`src/verilog/csac_pkg.sv`:
```
// Constants, register map and carrier types for the slip assist control.
// What this block and its software do
// RULE_01: Imminent slip switches on one extra cell.
// RULE_02: Extra cells drive steady, unpulsed constant current.
// RULE_03: Each further slip adds one cell, seven maximum.
// RULE_04: After overshoot, cells switch off one by one.
// RULE_05: Assistance works only while enable bit set.
// RULE_06: Software keeps detector input duty between 45-55%.
// RULE_07: Software should halve divider and enable halver.
// RULE_08: Software enables assistance only with positive polarity.
// RULE_09: Software sets charge pump current to minimum.
// RULE_10: Halver enabled inserts toggle before phase detector.
// RULE_11: Disabled keeps all cells off, clearing active ones.
package csac_pkg;

  // ==========================================================
  // Sizes and timing
  // ==========================================================
  localparam int unsigned MAX_CELLS      = 7;
  localparam int unsigned CLK_PERIOD_NS  = 10;
  localparam int unsigned STEP_TIME_NS   = 100;
  localparam int unsigned STEP_CYCLES    =
    (STEP_TIME_NS + CLK_PERIOD_NS - 1) / CLK_PERIOD_NS;

  // ==========================================================
  // Register map (byte addresses, one word each)
  // ==========================================================
  localparam logic [7:0] REF_DIVIDER_OFS = 8'h00;
  localparam logic [7:0] FUNC_SETUP_OFS  = 8'h04;
  localparam logic [7:0] STATUS_OFS      = 8'h08;

  localparam int unsigned SLIP_ASSIST_BIT_POS   = 28;
  localparam int unsigned REF_HALVER_BIT_POS    = 21;
  localparam int unsigned DETECTOR_POL_BIT_POS  = 6;
  localparam int unsigned STATUS_CELLS_POS      = 0;
  localparam int unsigned STATUS_SOURCE_POS     = 8;
  localparam int unsigned STATUS_STATE_POS      = 12;

  localparam logic [31:0] REF_DIVIDER_RST = 32'h0000_0000;
  localparam logic [31:0] FUNC_SETUP_RST  = 32'h0000_0000;

  // ==========================================================
  // Types
  // ==========================================================
  typedef enum logic [1:0] {
    CSAC_IDLE,
    CSAC_RAMP_UP,
    CSAC_RAMP_DOWN
  } csac_state_e;

  // Events from the phase detector; raise means tuning voltage must rise.
  typedef struct packed {
    logic slip_imminent;
    logic overshoot;
    logic raise;
  } csac_detect_s;

  // Extra cell controls: a thermometer of enables plus the direction.
  typedef struct packed {
    logic [MAX_CELLS-1:0] cells;
    logic                 source;
  } csac_cells_s;

endpackage

```
`src/verilog/csac_top.sv`:
```
// Slip assist control: APB registers, cell ramp and reference halver.
`timescale 1ns/10ps
module csac_top #(
  parameter int unsigned STEP_CYCLES = csac_pkg::STEP_CYCLES
) (
  input  wire logic                 clk,
  input  wire logic                 sys_rst,
  input  wire logic                 psel,
  input  wire logic                 penable,
  input  wire logic                 pwrite,
  input  wire logic [7:0]           paddr,
  input  wire logic [31:0]          pwdata,
  output logic      [31:0]          prdata,
  output logic                      pready,
  output logic                      pslverr,
  input  wire csac_pkg::csac_detect_s detect,
  input  wire logic                 ref_count_pulse,
  output logic                      pfd_ref,
  output csac_pkg::csac_cells_s     cell_ctrl,
  output logic                      slip_assist_enable
);
  import csac_pkg::*;

  // ==========================================================
  // Register bus
  // ==========================================================
  logic [31:0]             ref_div_ff;
  logic [31:0]             func_ff;
  logic [31:0]             prdata_ff;
  logic                    pslverr_ff;
  logic [MAX_CELLS-1:0]    cells_ff;
  logic                    source_ff;
  logic                    pfd_ref_ff;
  csac_state_e             state_ff;
  logic [15:0]             step_cnt_ff;
  logic                    mapped;
  logic                    wr_go;
  logic                    halver_en;
  logic                    step_tick;

  assign mapped = (paddr == REF_DIVIDER_OFS) || (paddr == FUNC_SETUP_OFS) ||
                  (paddr == STATUS_OFS);
  assign wr_go  = psel && penable && pwrite;
  // Zero wait states; read data is captured in the setup cycle.
  assign pready  = 1'b1;
  assign prdata  = prdata_ff;
  assign pslverr = pslverr_ff;

  always_ff @(posedge clk) begin
    if (sys_rst) begin
      ref_div_ff <= REF_DIVIDER_RST;
      func_ff    <= FUNC_SETUP_RST;
    end else if (wr_go && paddr == REF_DIVIDER_OFS) begin
      ref_div_ff <= pwdata;
    end else if (wr_go && paddr == FUNC_SETUP_OFS) begin
      func_ff <= pwdata;
    end
  end

  always_ff @(posedge clk) begin
    if (sys_rst) begin
      prdata_ff  <= 32'h0000_0000;
      pslverr_ff <= 1'b0;
    end else if (psel && !penable) begin
      pslverr_ff <= !mapped;
      case (paddr)
        REF_DIVIDER_OFS: prdata_ff <= ref_div_ff;
        FUNC_SETUP_OFS:  prdata_ff <= func_ff;
        STATUS_OFS: begin
          prdata_ff <= 32'h0000_0000;
          prdata_ff[STATUS_CELLS_POS +: MAX_CELLS] <= cells_ff;
          prdata_ff[STATUS_SOURCE_POS] <= source_ff;
          prdata_ff[STATUS_STATE_POS +: 2] <= state_ff;
        end
        default: prdata_ff <= 32'h0000_0000;
      endcase
    end
  end

  assign slip_assist_enable = ref_div_ff[SLIP_ASSIST_BIT_POS];
  assign halver_en          = ref_div_ff[REF_HALVER_BIT_POS];

  // ==========================================================
  // Reference halver
  // ==========================================================
  // Without the halver the counter pulse is passed through one flop,
  // so both paths share the same latency into the detector.
  always_ff @(posedge clk) begin
    if (sys_rst) begin
      pfd_ref_ff <= 1'b0;
    end else if (halver_en) begin
      pfd_ref_ff <= pfd_ref_ff ^ ref_count_pulse; // RULE_10
    end else begin
      pfd_ref_ff <= ref_count_pulse;
    end
  end
  assign pfd_ref = pfd_ref_ff;

  a_halver_toggle: assert property ( // RULE_10
    @(posedge clk) disable iff (sys_rst)
    halver_en && ref_count_pulse |=> pfd_ref != $past(pfd_ref))
    else $error("halver did not toggle on counter pulse");

  // The bypass path must keep the one-flop latency of the halver path,
  // or the detector sees a phase step whenever the halver is switched.
  a_halver_bypass: assert property ( // RULE_10
    @(posedge clk) disable iff (sys_rst)
    !halver_en |=> pfd_ref == $past(ref_count_pulse))
    else $error("bypassed reference pulse not passed through");

  // ==========================================================
  // Ramp-down pacing
  // ==========================================================
  // Cells come off at a fixed pace so the loop filter sees gentle steps.
  always_ff @(posedge clk) begin
    if (sys_rst || state_ff != CSAC_RAMP_DOWN || step_tick) begin
      step_cnt_ff <= 16'h0000;
    end else begin
      step_cnt_ff <= step_cnt_ff + 16'h0001;
    end
  end
  assign step_tick = (state_ff == CSAC_RAMP_DOWN) &&
                     (step_cnt_ff == 16'(STEP_CYCLES - 1));

  // ==========================================================
  // Cell ramp
  // ==========================================================
  always_ff @(posedge clk) begin
    if (sys_rst || !slip_assist_enable) begin // RULE_05 RULE_11
      state_ff <= CSAC_IDLE;
      cells_ff <= '0;
    end else begin
      case (state_ff)
        CSAC_IDLE, CSAC_RAMP_UP: begin
          if (detect.overshoot && cells_ff[0]) begin
            state_ff <= CSAC_RAMP_DOWN; // RULE_04
          end else if (detect.slip_imminent && !cells_ff[MAX_CELLS-1]) begin
            state_ff <= CSAC_RAMP_UP;
            cells_ff <= {cells_ff[MAX_CELLS-2:0], 1'b1}; // RULE_01 RULE_03
          end
        end
        CSAC_RAMP_DOWN: begin
          if (!cells_ff[0]) begin
            state_ff <= CSAC_IDLE;
          end else if (step_tick) begin
            cells_ff <= {1'b0, cells_ff[MAX_CELLS-1:1]}; // RULE_04
          end
        end
        default: begin
          state_ff <= CSAC_IDLE;
          cells_ff <= '0;
        end
      endcase
    end
  end

  // Direction is latched when the first cell comes on and held while any
  // cell drives, so the current never reverses mid-ramp.
  always_ff @(posedge clk) begin
    if (sys_rst) begin
      source_ff <= 1'b0;
    end else if (slip_assist_enable && !cells_ff[0] &&
                 detect.slip_imminent && state_ff != CSAC_RAMP_DOWN) begin
      source_ff <= detect.raise; // RULE_01
    end
  end

  // Level enables held between steps give a constant, unpulsed current.
  assign cell_ctrl.cells  = cells_ff; // RULE_02
  assign cell_ctrl.source = source_ff;

  a_slip_adds_one: assert property ( // RULE_01
    @(posedge clk) disable iff (sys_rst)
    slip_assist_enable && state_ff != CSAC_RAMP_DOWN &&
    detect.slip_imminent && !detect.overshoot && !cells_ff[MAX_CELLS-1]
    |=> cells_ff == {$past(cells_ff[MAX_CELLS-2:0]), 1'b1})
    else $error("imminent slip did not add one cell");

  a_cells_max: assert property ( // RULE_03
    @(posedge clk) disable iff (sys_rst)
    cells_ff[MAX_CELLS-1] && slip_assist_enable && detect.slip_imminent &&
    state_ff != CSAC_RAMP_DOWN |=> cells_ff == {MAX_CELLS{1'b1}})
    else $error("cell count moved past seven");

  // A gap in the thermometer would mean a cell drives while a lower one
  // is off, which the ramp never does.
  a_thermo_shape: assert property ( // RULE_02
    @(posedge clk) disable iff (sys_rst)
    ((cells_ff + 1'b1) & cells_ff) == '0)
    else $error("cell enables not a thermometer");

  a_thermo_steady: assert property ( // RULE_02
    @(posedge clk) disable iff (sys_rst)
    slip_assist_enable && !detect.slip_imminent &&
    state_ff != CSAC_RAMP_DOWN |=> cells_ff == $past(cells_ff))
    else $error("cell enables moved without a slip");

  a_overshoot_down: assert property ( // RULE_04
    @(posedge clk) disable iff (sys_rst)
    slip_assist_enable && state_ff != CSAC_RAMP_DOWN &&
    detect.overshoot && cells_ff[0] |=> state_ff == CSAC_RAMP_DOWN)
    else $error("overshoot did not start the ramp down");

  a_ramp_down: assert property ( // RULE_04
    @(posedge clk) disable iff (sys_rst)
    slip_assist_enable && state_ff == CSAC_RAMP_DOWN && step_tick &&
    cells_ff[0] |=> cells_ff == {1'b0, $past(cells_ff[MAX_CELLS-1:1])})
    else $error("ramp down did not drop one cell");

  a_down_ignores_slip: assert property ( // RULE_04
    @(posedge clk) disable iff (sys_rst)
    state_ff == CSAC_RAMP_DOWN && !step_tick && cells_ff[0] &&
    slip_assist_enable |=> $stable(cells_ff))
    else $error("cells changed between ramp-down steps");

  a_empty_idle: assert property ( // RULE_04
    @(posedge clk) disable iff (sys_rst)
    slip_assist_enable && state_ff == CSAC_RAMP_DOWN && !cells_ff[0]
    |=> state_ff == CSAC_IDLE)
    else $error("ramp down did not return to idle");

  a_disable_clears: assert property ( // RULE_05 RULE_11
    @(posedge clk) disable iff (sys_rst)
    !slip_assist_enable |=> cells_ff == '0 ##0 state_ff == CSAC_IDLE)
    else $error("cells active while assist disabled");

  a_source_held: assert property ( // RULE_01
    @(posedge clk) disable iff (sys_rst)
    cells_ff[0] && $past(cells_ff[0]) |-> $stable(source_ff))
    else $error("direction changed while cells drive");

endmodule

```
`config.mk`:
```
export PLATFORM = sky130hd
export DESIGN_NAME = csac_top
export DESIGN_NICKNAME = d
export VERILOG_FILES = /design/src/verilog/csac_pkg.sv /design/src/verilog/csac_top.sv
export SDC_FILE = /design/constraint.sdc
export NUM_CORES = 1
export LEC_CHECK = 0
export BUFFER_PORTS_ARGS = -buffer_cell sky130_fd_sc_hd__buf_2
export CORE_ASPECT_RATIO = 0.8
export CORE_MARGIN = 2
export CORE_UTILIZATION = 33
export DETAILED_ROUTE_END_ITERATION = 7
export PLACE_DENSITY_LB_ADDON = 0.08
export SKIP_CTS_REPAIR_TIMING = 1
export SLEW_MARGIN = 10
export SYNTH_ARGS = -nofsm -noshare
export SYNTH_HDL_FRONTEND = slang
export SYNTH_SLANG_ARGS = --single-unit
```
`constraint.sdc`:
```
create_clock -name clk -period 1.7 [get_ports clk]
set_input_delay 0.085 -clock clk [delete_from_list [all_inputs] [get_ports clk]]
set_output_delay 0.085 -clock clk [all_outputs]
set_load 0.02 [all_outputs]
```
After elaboration in Yosys (flattened, before gate mapping)

Index checks and enable logic that the tools add are counted.

Add/subtract/negate cells: 1
Eq/ne operators: 12
Muxes and demuxes: 11
Bitwise gates (word level): 2
Reduce and logical (&&, ||, !) cells: 28

Operators with widths:

| kind                  | number |
|---|---|
| $pmux 32 s3           | 1 |
| $mux 7                | 4 |
| $add 16x1->16 const B | 1 |
| $eq 16x4->1 const B   | 1 |
| $pmux 7 s2            | 1 |
| $ne 2x2->1 const B    | 6 |
| $logic_and 1x1->1     | 11 |
| $eq 8x3->1 const B    | 1 |
| $eq 8x4->1 const B    | 1 |
| $logic_not 8->1       | 1 |
| $mux 2                | 3 |
| $reduce_and 2->1      | 3 |
| $logic_not 1->1       | 5 |
| $logic_or 1x1->1      | 5 |
| $pmux 2 s2            | 1 |
| $reduce_and 4->1      | 1 |
| $ne 3x3->1 const B    | 1 |
| $eq 2x1->1 const B    | 1 |
| $eq 2x2->1 const B    | 1 |
| $logic_not 2->1       | 1 |
| $reduce_or 2->1       | 1 |
| $mux 1                | 1 |
| $not 1->1             | 1 |
| $xor 1x1->1           | 1 |

Register bits: 124
Input bits: 49
Output and inout port bits: 44

Depth between registers and ports, before layout

Gate-level depths: netlist of the first run.

Depth in word-level cells: 5
Depth in mapped cells: 7
Gate-level depth less buffers: 6

Worst setup path after synthesis of the first run

No wires, ideal clock.

Kind: register -> register
From: reg step_cnt_ff[0]
To: reg cells_ff[5]
Arrival: 1609 ps
Path slack: 31 ps
Stages on the path, launching flop included: 6
Path buffers: 0
Cell sequence: dfxtp_1 > ha_1 > nor4b_1 > nand4_1 > a211oi_1 > a22o_1

Word-level cells in the longest chain between the ends: 4

RTL lines:

| item                              | RTL line        | text |
|---|---|---|
| from (decl)                       | csac_top.sv:35  | `logic [15:0] step_cnt_ff;` |
| from (signal assigned)            | csac_top.sv:119 | `step_cnt_ff <= step_cnt_ff + 16'h0001;` |
| $eq 16x4->1                       | csac_top.sv:123 | `(step_cnt_ff == 16'(STEP_CYCLES - 1));` |
| $logic_and 1x1->1                 | csac_top.sv:122 | `assign step_tick = (state_ff == CSAC_RAMP_DOWN) &&` |
| $ne 2x2->1 (no source line)       | -               |  |
| $reduce_and 4->1 (no source line) | -               |  |
| to (signal assigned)              | csac_top.sv:139 | `cells_ff <= {cells_ff[MAX_CELLS-2:0], 1'b1};` |
| to (signal assigned)              | csac_top.sv:146 | `cells_ff <= {1'b0, cells_ff[MAX_CELLS-1:1]};` |
| to (decl)                         | csac_top.sv:31  | `logic [MAX_CELLS-1:0] cells_ff;` |

No other way between the ends.
A chain may end at the register's enable or synchronous reset.

Worst setup path after layout of the first run

From: reg step_cnt_ff[7]
To: reg step_cnt_ff[14]

Word-level cells in the longest chain between the ends: 3
Elaborated cells on any way between the ends: 4

RTL lines:

| item |
|---|
| branches (longest 3 deep; another with $add 16x1->16) |

Several ways; the timed one is not identified.

==> metrics.md, run 1 <==
| Metric | Value |
|---|---|
| Total number of yosys warnings | `0` |
| Total grt overflow | `0` |
| # DRC | `0` |
| FF-to-FF setup slack | `0.13 ns` |
| Fraction of layout cells with a size suffix above 1 | `26.7%` |
| Largest net degree at the start of global routing | `62` |
| Vias per cell | `4.83` |
| Worst Path Buf+Inv | `2` |
| Net Switching | `1.39 mW` |
| Hold crit path type | `in -> reg` |
| Post-DP HPWL | `9690 um` |
| Final GP Congestion | `0.778` |
| Core Area | `15100 um2` |
| Max Root-Sink Buffers | `2` |
| CTS tree | `done` |
| Leak | `2.70 nW` |
| Number of fill cells | `1490` |
| Max Cap Viol | `0` |
| Synth top area share | `48.6%` |
| Total Power | `6.70 mW` |
| Worst R2R Path Depth | `6` |
| Antenna Nets Post-Route | `0` |
| Sequential share of the synthesized area | `48.6%` |
| Leading cell types in the layout, fill and taps excluded | `nand2_1 (138), dfxtp_1 (124), buf_2 (90)` |
| End of the worst register-to-register path | `step_cnt_ff[14]` |
| Total Wirelength | `14500 um` |
| I/O pins | `93` |
| Chip Height | `115 um` |
| Top delay family on crit path | `simple AND/OR/NAND/NOR gates` |
| Tmin final | `1.57 ns` |
| Slowest cell on crit path | `dfxtp_1` |
| Worst path most repeated cell | `buf_4` |
| Die Span X | `143 um` |
| CTS buffer count | `17` |
| Yosys top cell by area | `dfxtp_1` |
| Post-route design area | `7040 um2` |
| Vias in the first global route | `4372` |
| FFs w/ async S/R, synth | `0%` |
| Max H-tree Level | `4` |
| Met3 GRT Util | `5.41%` |
| Reg power frac | `43.5%` |
| Clock Skew | `0.00341 ns` |
| Yosys reg bits | `124` |
| Antenna violations before repair | `0` |
| Final-report hold violation count | `0` |
| Synth cell types | `39` |
| Met1 usage | `24.0%` |
| Combinational power share | `4.4%` |
| Site Rows | `40` |
| # nets final | `802` |
| Clock latency on the worst-skew pair | `0.41 ns` |
| Cells after Synth | `602` |
| Clock slew at reported path FFs | `0.05 ns` |
| VDD IR max | `0.825 mV` |
| Antenna cells | `0` |
| Worst relative slew slack | `41.3%` |
| Worst Setup Start Kind | `register` |
| Starting Density | `33.9%` |
| Met2 Use GR | `26.9%` |
| WP depth | `6` |
| Max Slew Vio Count | `0` |
| Final setup violation count | `0` |
| Clock sinks | `124` |
| Total Routing Usage GR | `17.8%` |
| Multi-input logic area | `2470 um2` |
| Status | `complete, no violations` |
| Port Buffers | `91` |
| Worst endpoint data arrival time | `1.88 ns` |
| Critical-path cell list | `buf_4 -> nor4b_1 -> nand4_1 -> nand3b_1 -> buf_4 -> nor2_1` |
| Setup WS pre-CTS | `-0.0915 ns` |
| Slowest stage delay, CP | `0.33 ns` |
| Syn avg cell area | `8.49 um2` |
| CP required | `2.01 ns` |
| EDFF count, synth | `0` |
| Switching power share of the total | `20.8%` |
| Maximum clock frequency | `0.636 GHz` |
| Cell Area, Synth | `5110 um2` |
| Area contributors post-synth | `dfxtp_1 (49%), nand2_1 (10%), a21oi_1 (6.5%), mux2_2 (4.8%), a22oi_1 (4.7%)` |
| Drt wl/cell | `14.9 um` |
| RSZ-0062 raised after global routing | `false` |
| Starting DRT DRC Count | `328` |
| Root buffer cell | `clkbuf_16` |
| DP Area | `6050 um2` |
| RR Startpoint | `step_cnt_ff[7]` |
| DRT Pass-1 Iters | `5` |
| Area occupied by registers | `2480 um2` |
| Final hold slack | `0.0978 ns` |
| Slew @ Worst Pin | `0.879 ns` |
| GRT busiest layer | `met2` |
| Worst setup path startpoint | `step_cnt_ff[7]` |
| Final worst-path cycle share | `92.5%` |
| Crit path kind | `reg -> reg` |
| Setup crit end | `step_cnt_ff[14]` |
| Most used DFF post-synth | `dfxtp_1` |
| Internal power | `5.31 mW` |
| CP Max Fanout | `9` |
| Via count | `4702` |
| Crit. End Element | `register` |
| Worst setup margin | `0.127 ns` |
| Power Density | `952 nW/um2` |
| First-pass GRT wire length | `22700 um` |
| Commonest non-fill, non-tap cell in the layout | `nand2_1` |
| Clock power frac | `52.1%` |
| Mapped Nets | `653` |
| Die area | `16500 um2` |
| Layout area overhead | `37.8%` |
layer usage:
layer | routed length, um | vias up
met1 | 7020 | 2211
met4 | 199 | 0
met5 | 0 | -
li1 | - | 2374
met3 | 676 | 17
met2 | 6600 | 100
worst min path at each step:
stage                    from         end  slack [ns]  cells after the start
global placement      sys_rst   source_ff        0.30                      2
floorplan           pwdata[0]  func_ff[0]        0.23                      2
finish              detect[2]   source_ff         0.1                      5
detailed placement    sys_rst   source_ff        0.31                      2
CTS                   sys_rst   source_ff       -0.13                      2
global route        detect[2]   source_ff        0.11                      5
metrics by stage:
stage	utilization, %	instances	setup TNS, ns
after floorplan	-	602	0
after global placement	40.2	904	-3.35
after detailed placement	40.2	904	-4.52
after CTS	44.0	936	-0.261
after global routing	46.7	974	0
final	46.7	974	0
final cells by class:
type | instances | area share, %
Timing Repair Buffer | 178 | 17.4
Inverter | 6 | 0.320
Tap cell | 210 | 3.73
Clock inverter | 8 | 1.28
Sequential cell | 124 | 35.3
Clock buffer | 24 | 6.84
Multi-Input combinational cell | 424 | 35.1
cell usage after synthesis (7+ instances only):
cell / instances
nand2_1: 138
dfxtp_1: 124
a21oi_1: 66
nor2_1: 55
a22oi_1: 32
clkbuf_1: 30
mux2_2: 22
buf_2: 14
o2bb2ai_1: 14
xnor2_1: 12
mux2i_1: 11
nand3_1: 10
nor3_1: 8
nor4_1: 7
power by group through the flow:
stage | registers, mW | logic, mW | clock network (mW)
3_3_place_gp | 2.97 | 0.229 | 0
3_5_place_dp | 2.97 | 0.230 | 0
4_1_cts | 2.91 | 0.231 | 3.58
2_1_floorplan | 2.98 | 0.0993 | 0
6_report | 2.91 | 0.293 | 3.49
5_1_grt | 2.91 | 0.317 | 3.72
worst min-delay path, cell delays in order:
cell and delay (ns):
buf_2 0.10, nand2_1 0.06, nor3_1 0.05, mux2i_1 0.11
nor2_1 0.07
registers in the layout, indices dropped and copies added, names as in the netlist:
signal and count:
func_ff 32, prdata 32, ref_div_ff 32, step_cnt_ff 16, cells_ff 7, state_ff 2, pfd_ref 1, pslverr 1
source_ff 1
logic make-up after synthesis:
kind of cell | synth area share (%)
AND/OR/NAND/NOR | 21.1
AO/OA/AOI/OAI | 15.8
flip-flops | 48.6
buffers and inverters | 4.46
multiplexers | 7.00
XOR/XNOR | 2.57
adder cells (fa/ha/maj) | 0.490
other | 0.0734
Power figures use the tool's default switching activity.
==> inputs of run 2 (changes only) <==
--- a/config.mk
+++ b/config.mk
@@ -8,9 +8,8 @@
 export BUFFER_PORTS_ARGS = -buffer_cell sky130_fd_sc_hd__buf_2
 export CORE_ASPECT_RATIO = 0.8
 export CORE_MARGIN = 2
-export CORE_UTILIZATION = 33
+export CORE_UTILIZATION = 30
 export DETAILED_ROUTE_END_ITERATION = 7
-export PLACE_DENSITY_LB_ADDON = 0.08
 export SKIP_CTS_REPAIR_TIMING = 1
 export SLEW_MARGIN = 10
 export SYNTH_ARGS = -nofsm -noshare
==> run 2 against run 1 <==
  * Core utilization down 4.6 points
  * Combinational power about the same
  * Critical endpoint is now cells_ff[0]
  * Sequential power about the same
  * Largest power group unchanged
==> metrics.md, run 2 (synthesis gave the netlist of run 1 again) <==
| Metric | Value |
|---|---|
| Status | `complete, no violations` |
| Antenna cells | `0` |
| Clock sinks | `124` |
| Crit. End Element | `register` |
| Clock Skew | `0.00787 ns` |
| CTS buffer count | `17` |
| Slew @ Worst Pin | `0.703 ns` |
| Max H-tree Level | `4` |
| Drt wl/cell | `14.8 um` |
| RSZ-0062 raised after global routing | `false` |
| Final GP Congestion | `0.807` |
| Power Density | `972 nW/um2` |
| Chip Height | `121 um` |
| Clock latency on the worst-skew pair | `0.41 ns` |
| CTS tree | `done` |
| Port Buffers | `91` |
| First-pass GRT wire length | `22300 um` |
| I/O pins | `93` |
| Final hold slack | `0.109 ns` |
| Antenna Nets Post-Route | `0` |
| Vias in the first global route | `4248` |
| Post-DP HPWL | `9560 um` |
| Worst relative slew slack | `53.1%` |
| Via count | `4664` |
| Starting DRT DRC Count | `288` |
| Worst endpoint data arrival time | `1.87 ns` |
| Worst setup margin | `0.115 ns` |
| Worst Setup Start Kind | `register` |
| Final worst-path cycle share | `93.3%` |
| Cell count after placement | `909` |
| Leading cell types in the layout, fill and taps excluded | `nand2_1 (138), dfxtp_1 (124), buf_2 (90)` |
| Max Cap Viol | `0` |
| Total Power | `6.80 mW` |
| # DRC | `0` |
| Total Wirelength | `14500 um` |
| Worst R2R Path Depth | `6` |
| CP Max Fanout | `3` |
| Clock slew at reported path FFs | `0.06 ns` |
| DRT Pass-1 Iters | `5` |
| Vias per cell | `4.77` |
| Hold crit path type | `in -> reg` |
| Layout area overhead | `36.9%` |
| Final setup violation count | `0` |
| Starting Density | `30.8%` |
| Tmin final | `1.59 ns` |
| Max Slew Vio Count | `0` |
| Die area | `18100 um2` |
| Leak | `2.64 nW` |
| Antenna violations before repair | `0` |
| Commonest non-fill, non-tap cell in the layout | `nand2_1` |
| Total Routing Usage GR | `15.9%` |
| Number of fill cells | `1692` |
| Hold Path Depth | `5` |
| Core Area | `16600 um2` |
| Setup WS pre-CTS | `-0.0909 ns` |
| # nets final | `796` |
| VDD IR max | `0.597 mV` |
| Maximum clock frequency | `0.631 GHz` |
| Site Rows | `42` |
| Final-report hold violation count | `0` |
| Fraction of layout cells with a size suffix above 1 | `26.5%` |
| Die Span X | `150 um` |
| Max Root-Sink Buffers | `2` |
| Total grt overflow | `0` |
| Largest net degree at the start of global routing | `99` |
| Crit path kind | `reg -> reg` |
| Fin cells | `978` |
| Root buffer cell | `clkbuf_16` |
| CP required | `1.99 ns` |
==> run 2: cell types whose count changed in the layout (fill, tap and decap cells not counted), sizes merged <==
cell      change
inv           +4
clkinvlp      +4
clkinv        -1
buf           -6
clkbuf        -7
==> run 2: where the power goes <==
group          total [mW]  switching [mW]  internal (mW)
registers            2.91         0.00141           2.91
logic               0.294           0.157          0.137
clock network        3.60            1.42           2.18
total                6.80            1.58           5.22
==> run 2: final timing paths <==
path              slack (ns)      startpoint          end
setup reg to reg        0.11  step_cnt_ff[5]  cells_ff[0]
hold / removal          0.11       detect[2]    source_ff
hold reg to reg         0.45     func_ff[19]  func_ff[19]
setup / recovery        0.11  step_cnt_ff[5]  cells_ff[0]
==> run 2: through the flow <==
| stage | instance area, um2 | util, % | TNS, ns |
|---|---|---|---|
| final | 7000 | 42.1 | 0 |
| after global routing | 7000 | 42.1 | 0 |
| after CTS | 6610 | 39.8 | -0.121 |
| after detailed placement | 6020 | 36.2 | -3.02 |
| after global placement | 6020 | 36.2 | -2.14 |
| after floorplan | 5110 | - | 0 |
==> run 2: worst max-delay path, stage by stage (launching register included) <==
cell,delay (ns)
dfxtp_1,0.33
buf_4,0.15
nor4b_1,0.34
nand4_1,0.22
buf_4,0.19
o21ai_0,0.14
a21oi_1,0.08
==> run 2: layout make-up <==
| type | count | area, um2 | area share, % |
|---|---|---|---|
| inverters | 6 | 22.5 | 0.322 |
| repair buffers | 172 | 1170 | 16.7 |
| clock buffers | 17 | 425 | 6.08 |
| clock inverters | 15 | 165 | 2.36 |
| well taps | 220 | 275 | 3.93 |
| flip-flops and latches | 124 | 2480 | 35.5 |
| multi-input cells | 424 | 2460 | 35.1 |
==> run 2: routing by layer <==
metal / GRT usage (%) / vias to the layer above / part of all wire (%)
li1: - / 2363 / -
met5: 0 / - / 0
met2: 23.9 / 107 / 47
met1: 21.9 / 2179 / 47
met4: 6.01 / 0 / 1.1
met3: 4.00 / 15 / 4.8
